==> src/jip_pkg.sv <==
// Summary of operation
// - The port pins carry JTAG whenever a pin strap, a PLD term or the software enable bit is true.
// - With the dedicated-pin strap the JTAG pins stay in JTAG use at all times.
// - In the shared arrangement a dedicated PLD input pin reclaims the pins for programming at any moment.
// - The software enable bit is cleared by every device reset, dropping that source.
// - The progress and fault pins are enabled only together and only by a scan command.
// - The fault pin is driven low when a sector erase or byte program fails.
// - The progress pin is 1 in read mode and 0 while a program or erase runs.
// - Progress and fault pins are each open-drain by default or push-pull by choice.
// - A blank part has all config bits at 0 and its four JTAG pins ready for programming.
// - With the combined enable false the four JTAG pins act as general I/O.
// - No boundary scan exists; the part always stays in bypass inside a chain.
package jip_pkg;

    // ------------------------------------------------------------
    // Register map
    // ------------------------------------------------------------
    localparam logic [1:0] REG_CTRL  = 2'h0;
    localparam logic [1:0] REG_STAT  = 2'h1;
    localparam logic [1:0] REG_MASK  = 2'h2;
    localparam logic [1:0] REG_STATE = 2'h3;

    localparam int CTRL_JTAG_EN  = 0;
    localparam int CTRL_PROG_PP  = 1;
    localparam int CTRL_FAULT_PP = 2;
    localparam logic [2:0] CTRL_RST = 3'h0;

    localparam int ST_JTAG_UP = 0;
    localparam int ST_EXT_CHG = 1;
    localparam int ST_FAULT   = 2;
    localparam int ST_DONE    = 3;
    localparam logic [3:0] STAT_RST = 4'h0;
    localparam logic [3:0] MASK_RST = 4'h0;

    // ------------------------------------------------------------
    // Scan instructions
    // ------------------------------------------------------------
    localparam logic [3:0] IR_BYPASS  = 4'hF;
    localparam logic [3:0] IR_EXT_ON  = 4'h5;
    localparam logic [3:0] IR_EXT_OFF = 4'h6;
    localparam logic [3:0] IR_CAPTURE = 4'h1;

    // ------------------------------------------------------------
    // Bit positions of sampled pins and general I/O lanes
    // ------------------------------------------------------------
    localparam int SY_TCK     = 0;
    localparam int SY_TMS     = 1;
    localparam int SY_TDI     = 2;
    localparam int SY_RECLAIM = 3;

    localparam int GP_TMS   = 0;
    localparam int GP_TCK   = 1;
    localparam int GP_PROG  = 2;
    localparam int GP_FAULT = 3;
    localparam int GP_TDI   = 4;
    localparam int GP_TDO   = 5;

    localparam int EX_PROG  = 0;
    localparam int EX_FAULT = 1;

    // Idle levels of the sampled pins, so reset leaves no false edge
    localparam logic [3:0] SYNC_RST = 4'hA;

    // ------------------------------------------------------------
    // Scan controller states
    // ------------------------------------------------------------
    typedef enum logic [15:0] {
        TAP_RESET  = 16'h0001,
        TAP_IDLE   = 16'h0002,
        TAP_SEL_DR = 16'h0004,
        TAP_CAP_DR = 16'h0008,
        TAP_SH_DR  = 16'h0010,
        TAP_EX1_DR = 16'h0020,
        TAP_PAU_DR = 16'h0040,
        TAP_EX2_DR = 16'h0080,
        TAP_UPD_DR = 16'h0100,
        TAP_SEL_IR = 16'h0200,
        TAP_CAP_IR = 16'h0400,
        TAP_SH_IR  = 16'h0800,
        TAP_EX1_IR = 16'h1000,
        TAP_PAU_IR = 16'h2000,
        TAP_EX2_IR = 16'h4000,
        TAP_UPD_IR = 16'h8000
    } jip_tap_e;

endpackage

==> src/jip_pin_if.sv <==
`timescale 1ns/100ps
interface jip_pin_if;
    logic [3:0] raw;
    logic [3:0] sync;
    logic [1:0] ext_val;
    logic [1:0] ext_od;
    logic [1:0] ext_en;
    logic [1:0] gp_o;
    logic [1:0] gp_oe;
    logic [1:0] pin_o;
    logic [1:0] pin_oe;

    modport sampler (input raw, output sync);
    modport driver  (input ext_val, ext_od, ext_en, gp_o, gp_oe,
                     output pin_o, pin_oe);
endinterface

==> src/jip_sync.sv <==
`timescale 1ns/100ps
module jip_sync (
    // Clock and reset
    input wire logic  clk,
    input wire logic  rstn,
    // Pins in, sampled levels out
    jip_pin_if.sampler sp
);
    typedef struct packed {
        logic [3:0] s1;
        logic [3:0] s2;
    } jip_sync_s;

    jip_sync_s st_q;
    jip_sync_s st_d;

    // Stage one feeds stage two only; metastability settles in between
    always_comb begin
        st_d    = st_q;
        st_d.s1 = sp.raw;
        st_d.s2 = st_q.s1;
    end

    always_ff @(posedge clk) begin
        if (!rstn) begin
            st_q <= '{s1: jip_pkg::SYNC_RST, s2: jip_pkg::SYNC_RST};
        end else begin
            st_q <= st_d;
        end
    end

    assign sp.sync = st_q.s2;
endmodule

==> src/jip_odrv.sv <==
`timescale 1ns/100ps
module jip_odrv (
    // Extension values and general I/O fallback
    jip_pin_if.driver dp
);
    genvar g;
    generate
        for (g = 0; g < 2; g++) begin : g_pin
            // Open-drain only ever pulls low, so chained parts can share a wire
            assign dp.pin_oe[g] = dp.ext_en[g] ?
                                  (dp.ext_od[g] ? ~dp.ext_val[g] : 1'b1) :
                                  dp.gp_oe[g];
            assign dp.pin_o[g]  = dp.ext_en[g] ?
                                  (dp.ext_od[g] ? 1'b0 : dp.ext_val[g]) :
                                  dp.gp_o[g];
        end
    endgenerate
endmodule

==> src/jip_top.sv <==
`timescale 1ns/100ps
module jip_top (
    // Clock and reset
    input  wire logic       clk,
    input  wire logic       rstn,
    // Register port
    input  wire logic [1:0] reg_addr,
    input  wire logic [7:0] reg_wdata,
    input  wire logic       reg_wr,
    input  wire logic       reg_rd,
    output logic      [7:0] reg_rdata,
    output logic            irq,
    // Enable sources and straps
    input  wire logic       cfg_programmed,
    input  wire logic       cfg_dedicated_jtag,
    input  wire logic       cfg_reclaim_sel,
    input  wire logic       pld_jtag_eq,
    input  wire logic       cable_reclaim_enable_n,
    // Flash engine state
    input  wire logic       flash_busy,
    input  wire logic       flash_error,
    // Port pins
    input  wire logic       port_c_bit0_in,
    output logic            port_c_bit0_out,
    output logic            port_c_bit0_oe,
    input  wire logic       port_c_bit1_in,
    output logic            port_c_bit1_out,
    output logic            port_c_bit1_oe,
    input  wire logic       port_c_bit3_in,
    output logic            port_c_bit3_out,
    output logic            port_c_bit3_oe,
    input  wire logic       port_c_bit4_in,
    output logic            port_c_bit4_out,
    output logic            port_c_bit4_oe,
    input  wire logic       port_c_bit5_in,
    output logic            port_c_bit5_out,
    output logic            port_c_bit5_oe,
    input  wire logic       port_c_bit6_in,
    output logic            port_c_bit6_out,
    output logic            port_c_bit6_oe,
    // General I/O side
    input  wire logic [5:0] gpio_out,
    input  wire logic [5:0] gpio_oe,
    output logic      [5:0] gpio_in,
    // Status
    output logic            jtag_on
);
    // ------------------------------------------------------------
    // State
    // ------------------------------------------------------------
    typedef struct packed {
        jip_pkg::jip_tap_e tap;
        logic [3:0]        ir;
        logic [3:0]        ir_sh;
        logic              byp;
        logic              tdo;
        logic              tdo_oe;
        logic              tck_prev;
        logic              ext_en;
        logic [2:0]        ctrl;
        logic [3:0]        stat;
        logic [3:0]        mask;
        logic [7:0]        rdata;
        logic              prog;
        logic              fault;
        logic              busy_prev;
        logic              jtag_prev;
    } jip_core_s;

    localparam jip_core_s CORE_RST = '{
        tap:       jip_pkg::TAP_RESET,
        ir:        jip_pkg::IR_BYPASS,
        ir_sh:     jip_pkg::IR_BYPASS,
        byp:       1'b0,
        tdo:       1'b0,
        tdo_oe:    1'b0,
        tck_prev:  1'b0,
        ext_en:    1'b0,
        ctrl:      jip_pkg::CTRL_RST,
        stat:      jip_pkg::STAT_RST,
        mask:      jip_pkg::MASK_RST,
        rdata:     8'h00,
        prog:      1'b1,
        fault:     1'b0,
        busy_prev: 1'b0,
        jtag_prev: 1'b0
    };

    jip_core_s st_q;
    jip_core_s st_d;

    jip_pin_if p ();

    logic tck_rise;
    logic tck_fall;
    logic ext_active;
    logic reclaim;
    logic [3:0] events;

    // ------------------------------------------------------------
    // Pin sampling and extension drivers
    // ------------------------------------------------------------
    assign p.raw[jip_pkg::SY_TCK]     = port_c_bit1_in;
    assign p.raw[jip_pkg::SY_TMS]     = port_c_bit0_in;
    assign p.raw[jip_pkg::SY_TDI]     = port_c_bit5_in;
    assign p.raw[jip_pkg::SY_RECLAIM] = cable_reclaim_enable_n;

    jip_sync u_sync (
        .clk  (clk),
        .rstn (rstn),
        .sp   (p.sampler)
    );

    jip_odrv u_odrv (
        .dp (p.driver)
    );

    // ------------------------------------------------------------
    // Combined enable
    // ------------------------------------------------------------
    // The cable's enable output lands on the reclaim pin, active low
    assign reclaim = cfg_reclaim_sel & ~p.sync[jip_pkg::SY_RECLAIM];
    assign jtag_on = cfg_dedicated_jtag
                   | pld_jtag_eq
                   | reclaim
                   | st_q.ctrl[jip_pkg::CTRL_JTAG_EN]
                   | ~cfg_programmed;

    assign ext_active = jtag_on & st_q.ext_en;

    assign tck_rise = p.sync[jip_pkg::SY_TCK] & ~st_q.tck_prev;
    assign tck_fall = ~p.sync[jip_pkg::SY_TCK] & st_q.tck_prev;

    // ------------------------------------------------------------
    // Scan controller transitions
    // ------------------------------------------------------------
    function automatic jip_pkg::jip_tap_e tap_next(
        input jip_pkg::jip_tap_e s,
        input logic              tms
    );
        case (s)
            jip_pkg::TAP_RESET:  tap_next = tms ? jip_pkg::TAP_RESET
                                                : jip_pkg::TAP_IDLE;
            jip_pkg::TAP_IDLE:   tap_next = tms ? jip_pkg::TAP_SEL_DR
                                                : jip_pkg::TAP_IDLE;
            jip_pkg::TAP_SEL_DR: tap_next = tms ? jip_pkg::TAP_SEL_IR
                                                : jip_pkg::TAP_CAP_DR;
            jip_pkg::TAP_CAP_DR: tap_next = tms ? jip_pkg::TAP_EX1_DR
                                                : jip_pkg::TAP_SH_DR;
            jip_pkg::TAP_SH_DR:  tap_next = tms ? jip_pkg::TAP_EX1_DR
                                                : jip_pkg::TAP_SH_DR;
            jip_pkg::TAP_EX1_DR: tap_next = tms ? jip_pkg::TAP_UPD_DR
                                                : jip_pkg::TAP_PAU_DR;
            jip_pkg::TAP_PAU_DR: tap_next = tms ? jip_pkg::TAP_EX2_DR
                                                : jip_pkg::TAP_PAU_DR;
            jip_pkg::TAP_EX2_DR: tap_next = tms ? jip_pkg::TAP_UPD_DR
                                                : jip_pkg::TAP_SH_DR;
            jip_pkg::TAP_UPD_DR: tap_next = tms ? jip_pkg::TAP_SEL_DR
                                                : jip_pkg::TAP_IDLE;
            jip_pkg::TAP_SEL_IR: tap_next = tms ? jip_pkg::TAP_RESET
                                                : jip_pkg::TAP_CAP_IR;
            jip_pkg::TAP_CAP_IR: tap_next = tms ? jip_pkg::TAP_EX1_IR
                                                : jip_pkg::TAP_SH_IR;
            jip_pkg::TAP_SH_IR:  tap_next = tms ? jip_pkg::TAP_EX1_IR
                                                : jip_pkg::TAP_SH_IR;
            jip_pkg::TAP_EX1_IR: tap_next = tms ? jip_pkg::TAP_UPD_IR
                                                : jip_pkg::TAP_PAU_IR;
            jip_pkg::TAP_PAU_IR: tap_next = tms ? jip_pkg::TAP_EX2_IR
                                                : jip_pkg::TAP_PAU_IR;
            jip_pkg::TAP_EX2_IR: tap_next = tms ? jip_pkg::TAP_UPD_IR
                                                : jip_pkg::TAP_SH_IR;
            jip_pkg::TAP_UPD_IR: tap_next = tms ? jip_pkg::TAP_SEL_DR
                                                : jip_pkg::TAP_IDLE;
            default:             tap_next = jip_pkg::TAP_RESET;
        endcase
    endfunction

    // ------------------------------------------------------------
    // Next state
    // ------------------------------------------------------------
    always_comb begin
        st_d          = st_q;
        st_d.tck_prev = p.sync[jip_pkg::SY_TCK];
        if (!jtag_on) begin
            // Pins are general I/O; hold the scan controller in reset
            st_d.tap    = jip_pkg::TAP_RESET;
            st_d.tdo_oe = 1'b0;
        end else if (tck_rise) begin
            case (st_q.tap)
                jip_pkg::TAP_RESET: begin
                    st_d.ir = jip_pkg::IR_BYPASS;
                end
                jip_pkg::TAP_CAP_IR: begin
                    st_d.ir_sh = jip_pkg::IR_CAPTURE;
                end
                jip_pkg::TAP_SH_IR: begin
                    st_d.ir_sh = {p.sync[jip_pkg::SY_TDI], st_q.ir_sh[3:1]};
                end
                jip_pkg::TAP_UPD_IR: begin
                    st_d.ir = st_q.ir_sh;
                    if (st_q.ir_sh == jip_pkg::IR_EXT_ON) begin
                        st_d.ext_en = 1'b1;
                    end else if (st_q.ir_sh == jip_pkg::IR_EXT_OFF) begin
                        st_d.ext_en = 1'b0;
                    end
                end
                // Every data register path is the one-bit bypass stage
                jip_pkg::TAP_CAP_DR: begin
                    st_d.byp = 1'b0;
                end
                jip_pkg::TAP_SH_DR: begin
                    st_d.byp = p.sync[jip_pkg::SY_TDI];
                end
                default: begin
                end
            endcase
            st_d.tap = tap_next(st_q.tap, p.sync[jip_pkg::SY_TMS]);
        end else if (tck_fall) begin
            st_d.tdo_oe = (st_q.tap == jip_pkg::TAP_SH_IR) ||
                          (st_q.tap == jip_pkg::TAP_SH_DR);
            st_d.tdo    = (st_q.tap == jip_pkg::TAP_SH_IR) ? st_q.ir_sh[0]
                                                           : st_q.byp;
        end

        // Flash progress and fault tracking
        st_d.prog      = ~flash_busy;
        st_d.busy_prev = flash_busy;
        if (flash_error) begin
            st_d.fault = 1'b1;
        end else if (flash_busy && !st_q.busy_prev) begin
            st_d.fault = 1'b0;
        end
        st_d.jtag_prev = jtag_on;

        // Register reads; data valid for one cycle only
        st_d.rdata = 8'h00;
        if (reg_rd) begin
            if (reg_addr == jip_pkg::REG_CTRL) begin
                st_d.rdata = {5'h00, st_q.ctrl};
            end else if (reg_addr == jip_pkg::REG_STAT) begin
                st_d.rdata = {4'h0, st_q.stat};
                st_d.stat  = jip_pkg::STAT_RST;
            end else if (reg_addr == jip_pkg::REG_MASK) begin
                st_d.rdata = {4'h0, st_q.mask};
            end else begin
                st_d.rdata = {3'h0, st_q.fault, st_q.prog, ext_active,
                              st_q.ext_en, jtag_on};
            end
        end

        // Register writes
        if (reg_wr) begin
            if (reg_addr == jip_pkg::REG_CTRL) begin
                st_d.ctrl = reg_wdata[2:0];
            end else if (reg_addr == jip_pkg::REG_MASK) begin
                st_d.mask = reg_wdata[3:0];
            end
        end

        events = 4'h0;
        events[jip_pkg::ST_JTAG_UP] = jtag_on & ~st_q.jtag_prev;
        events[jip_pkg::ST_EXT_CHG] = st_d.ext_en ^ st_q.ext_en;
        events[jip_pkg::ST_FAULT]   = flash_error;
        events[jip_pkg::ST_DONE]    = ~flash_busy & st_q.busy_prev;

        // A new event beats a read-clear in the same cycle
        st_d.stat = st_d.stat | events;
    end

    // Synchronous reset also drops the software enable bit
    always_ff @(posedge clk) begin
        if (!rstn) begin
            st_q <= CORE_RST;
        end else begin
            st_q <= st_d;
        end
    end

    // ------------------------------------------------------------
    // Outputs
    // ------------------------------------------------------------
    assign reg_rdata = st_q.rdata;
    assign irq       = |(st_q.stat & st_q.mask);

    assign p.ext_val[jip_pkg::EX_PROG]  = st_q.prog;
    assign p.ext_val[jip_pkg::EX_FAULT] = ~st_q.fault;
    assign p.ext_od[jip_pkg::EX_PROG]   = ~st_q.ctrl[jip_pkg::CTRL_PROG_PP];
    assign p.ext_od[jip_pkg::EX_FAULT]  = ~st_q.ctrl[jip_pkg::CTRL_FAULT_PP];
    assign p.ext_en = {2{ext_active}};
    assign p.gp_o   = {gpio_out[jip_pkg::GP_FAULT], gpio_out[jip_pkg::GP_PROG]};
    assign p.gp_oe  = {gpio_oe[jip_pkg::GP_FAULT], gpio_oe[jip_pkg::GP_PROG]};

    assign port_c_bit0_out = jtag_on ? 1'b0 : gpio_out[jip_pkg::GP_TMS];
    assign port_c_bit0_oe  = jtag_on ? 1'b0 : gpio_oe[jip_pkg::GP_TMS];
    assign port_c_bit1_out = jtag_on ? 1'b0 : gpio_out[jip_pkg::GP_TCK];
    assign port_c_bit1_oe  = jtag_on ? 1'b0 : gpio_oe[jip_pkg::GP_TCK];
    assign port_c_bit5_out = jtag_on ? 1'b0 : gpio_out[jip_pkg::GP_TDI];
    assign port_c_bit5_oe  = jtag_on ? 1'b0 : gpio_oe[jip_pkg::GP_TDI];
    assign port_c_bit6_out = jtag_on ? st_q.tdo : gpio_out[jip_pkg::GP_TDO];
    assign port_c_bit6_oe  = jtag_on ? st_q.tdo_oe : gpio_oe[jip_pkg::GP_TDO];
    assign port_c_bit3_out = p.pin_o[jip_pkg::EX_PROG];
    assign port_c_bit3_oe  = p.pin_oe[jip_pkg::EX_PROG];
    assign port_c_bit4_out = p.pin_o[jip_pkg::EX_FAULT];
    assign port_c_bit4_oe  = p.pin_oe[jip_pkg::EX_FAULT];

    // Raw levels; the user logic samples them in its own domain
    assign gpio_in = {port_c_bit6_in, port_c_bit5_in, port_c_bit4_in,
                      port_c_bit3_in, port_c_bit1_in, port_c_bit0_in};
endmodule

==> config.mk <==
export PLATFORM = sky130hd
export DESIGN_NAME = jip_top
export DESIGN_NICKNAME = d
export VERILOG_FILES = /design/src/jip_pkg.sv /design/src/jip_pin_if.sv /design/src/jip_sync.sv /design/src/jip_odrv.sv /design/src/jip_top.sv
export SDC_FILE = /design/constraint.sdc
export NUM_CORES = 1
export LEC_CHECK = 0
export BUFFER_PORTS_ARGS = -buffer_cell sky130_fd_sc_hd__buf_2
export CORE_MARGIN = 2
export CORE_UTILIZATION = 50
export DETAILED_ROUTE_END_ITERATION = 8
export PLACE_DENSITY_LB_ADDON = 0.2
export SYNTH_ARGS = -nofsm -noshare
export SYNTH_HDL_FRONTEND = slang
export SYNTH_HIERARCHICAL = 1
export SYNTH_SLANG_ARGS = --single-unit
==> constraint.sdc <==
create_clock -name clk -period 2.8 [get_ports clk]
set_input_delay 0.42 -clock clk [delete_from_list [all_inputs] [get_ports clk]]
set_output_delay 0.42 -clock clk [all_outputs]
set_load 0.03 [all_outputs]
==> metrics.yaml <==
critical_path:
  worst-setup-path-type: "register to primary output"
  startpoint_type: "register"
  reg2reg_from: "st_q[40]"
  cp-startpoint: "st_q[20]"
  worstPathRequired_ps: 2380
  crit_fanout: 9
  critPathCaptureType: "primary output"
  critPathArrivalTime_ps: 2040
synth:
  synth_top_area_frac: 0.3869
  synth.area.top_cells: "dfxtp_1 39%, nor2_1 4.4%, a21oi_1 4.0%, buf_4 3.8%, nand2_1 3.3%"
  netlist_area_um2: 2743
  ys_types: 58
  synth_top_area_cell: "dfxtp_1"
  ys_ff_latch: 53
  synth-edff-count: 0
  synthArstFlopShare: 0
  synth.avg_cell_area_um2: 8.465
  yosysSeqAreaShare: 0.3869
  syn_inst: 324
  yosysWarnings: 6
  yosys_most_used_dff: "dfxtp_1"
sta:
  rsz0062_at_grt: "no"
  tightest_slew_ps: 700.7
  finalCritPeriodShare: 0.8798
  post-route-min-period_ps: 2464
  setup-tns-final_ps: 0
  skew_ps: 9.500
  setup_viol: 0
  slew_violations: 0
  final_hold_viol_count: 0
  slew_headroom: 0.5317
  fmax_ghz: 0.4059
cells_and_area:
  drive_gt1_frac: 0.2306
  antennaDiodeCount: 0
  multiInputGateArea_um2: 1450
  fillers: 488
  regArea_um2: 1061
  layout.cells.most_common_list: "53 x buf_2, 53 x dfxtp_1, 32 x nor2_1"
  area_growth_pct: 10.99
  fin_area_um2: 3044
  finalNetCount: 398
clocking:
  post-cts-setup-buffers: 0
  numCtsBuffers: 5
  cts_tree: "built"
  cts-root-buf: "clkbuf_8"
  cts_hold_buf: 0
  insertion_delay_ps: 310
  clock_path_buffers: 2
  clock-sinks: 53
  cts_resized: 0
  htree_num_levels: 2
  cts.reportedPaths.clkPinSlew_ps: 90
global_routing:
  grt_pass1_wl_mm: 9.901
  antenna_found_initial: 0
  busiest_layer: "met2"
  grt_pass1_vias: 2136
  grt_util_met1: 0.2604
  overflow: 0
  grt.total_usage: 0.2006
  grt_max_degree: 19
  grt_use_met2: 0.3448
  grtUsageMet3: 0.03103
floorplanning:
  num_rows: 26
  die_w_um: 78.06
  start_util: 0.5269
  ioPinCount: 67
  die_area_um2: 6093
  core_area_um2: 5205
  die_y_um: 78.06
run:
  maxCapViolations: 0
detailed_routing:
  drt-total-wl_mm: 5.987
  wire_per_inst_um: 13.92
  drtAntennaViolNets: 0
  via_per_inst: 5.579
  drt-initial-drc-count: 137
  drc_errors: 0
  num_vias: 2399
  drtPass1Iterations: 4
place:
  port-buffer-count: 53
  placed_cell_area_um2: 2958
  dpl.hpwl_mm: 4.352
  gp_congestion: 0.8894
pwr:
  leakage_nw: 1.286
  vdd_drop_max_uv: 382.5
  p_per_area_nw_per_um2: 448.0
min_path:
  hp-class: "input port to register"
  min-delay-start: "port_c_bit0_in"
run_status:
  status: "complete, no violations"
[area by class of cell]
type | count | share of cell area
multi-input combinational | 228 | 0.4764
sequential | 53 | 0.3485
timing repair buffer | 60 | 0.1044
tap | 70 | 0.02877
clock buffer | 6 | 0.02384
inverter | 11 | 0.01356
clock inverter | 2 | 0.004521
[synth_stat cells (2+ instances only)]
library cell	instances
a21oi_1	22
a221o_1	3
a22oi_1	5
a31oi_1	5
and2_1	7
and3_1	6
and4b_1	2
buf_2	2
buf_4	14
buf_6	2
clkbuf_1	16
dfxtp_1	53
inv_1	9
mux2i_1	7
mux4_2	3
nand2_1	24
nand2b_1	8
nand3_1	7
nand3b_1	4
nand4_1	11
nand4b_1	3
nor2_1	32
nor2b_1	8
nor3_1	10
nor3b_1	3
nor4_1	6
o21ai_0	10
or3_1	4
or3_4	2
xnor2_1	5
xor2_1	4
[flip-flops by register name, indices dropped and copies added (netlist names)]
signal / cells
p.ext_val: 1
reg_rdata: 5
st_q: 39
u_sync/sp.sync: 4
u_sync/st_d: 4
[logic make-up (layout without fill, tap and decap cells)]
logic type,after synthesis,after routing,share of synthesized area
AND/OR/NAND/NOR,152,152,0.3216
AO/OA/AOI/OAI,53,53,0.1200
flip-flops,53,53,0.3869
buffers and inverters,45,79,0.08713
multiplexers,11,11,0.05429
XOR/XNOR,9,9,0.02874
other,1,3,0.001367
[power breakdown]
part,switching [mW],internal [mW]
Clock,0.248,0.179
Sequential,0.0124,0.772
Combinational,0.0925,0.0602
Total,0.353,1.01
[through the flow]
step | instances | setup slack (ps) | util | hold WS [ps] | total power, mW
after floorplan | 326 | 133.1 | - | 386.3 | 0.9158
after global placement | 422 | 469.7 | 0.5683 | 394.3 | 0.9521
after detailed placement | 422 | 430.1 | 0.5683 | 395.7 | 0.9550
after CTS | 430 | 334.2 | 0.5849 | 295.5 | 1.379
after global routing | 430 | 150.1 | 0.5849 | 316.2 | 1.424
final | 430 | 336.4 | 0.5849 | 301.6 | 1.364
[worst paths after layout]
kind | end | slack [ps] | cells after the start
worst max-delay path | port_c_bit4_oe | 340 | 6
worst max register to register | st_q[30] | 370 | 5
worst min register to register | u_sync/sp.sync[1] | 430 | 1
worst min-delay path | u_sync/st_d[1] | 300 | 2
[worst max-delay path, cell delays in order, from the launching register on]
cell	delay, ps
dfxtp_1	350
nor4b_2	390
and2_0	240
inv_2	100
and2_1	260
a31oi_1	190
buf_2	220
[layer usage]
metal / vias to the layer above / routed length, um
li1: 1202 / -
met1: 1109 / 2798
met2: 75 / 2780
met3: 13 / 314
met4: 0 / 94
met5: - / 0
Power figures use the tool's default switching activity.
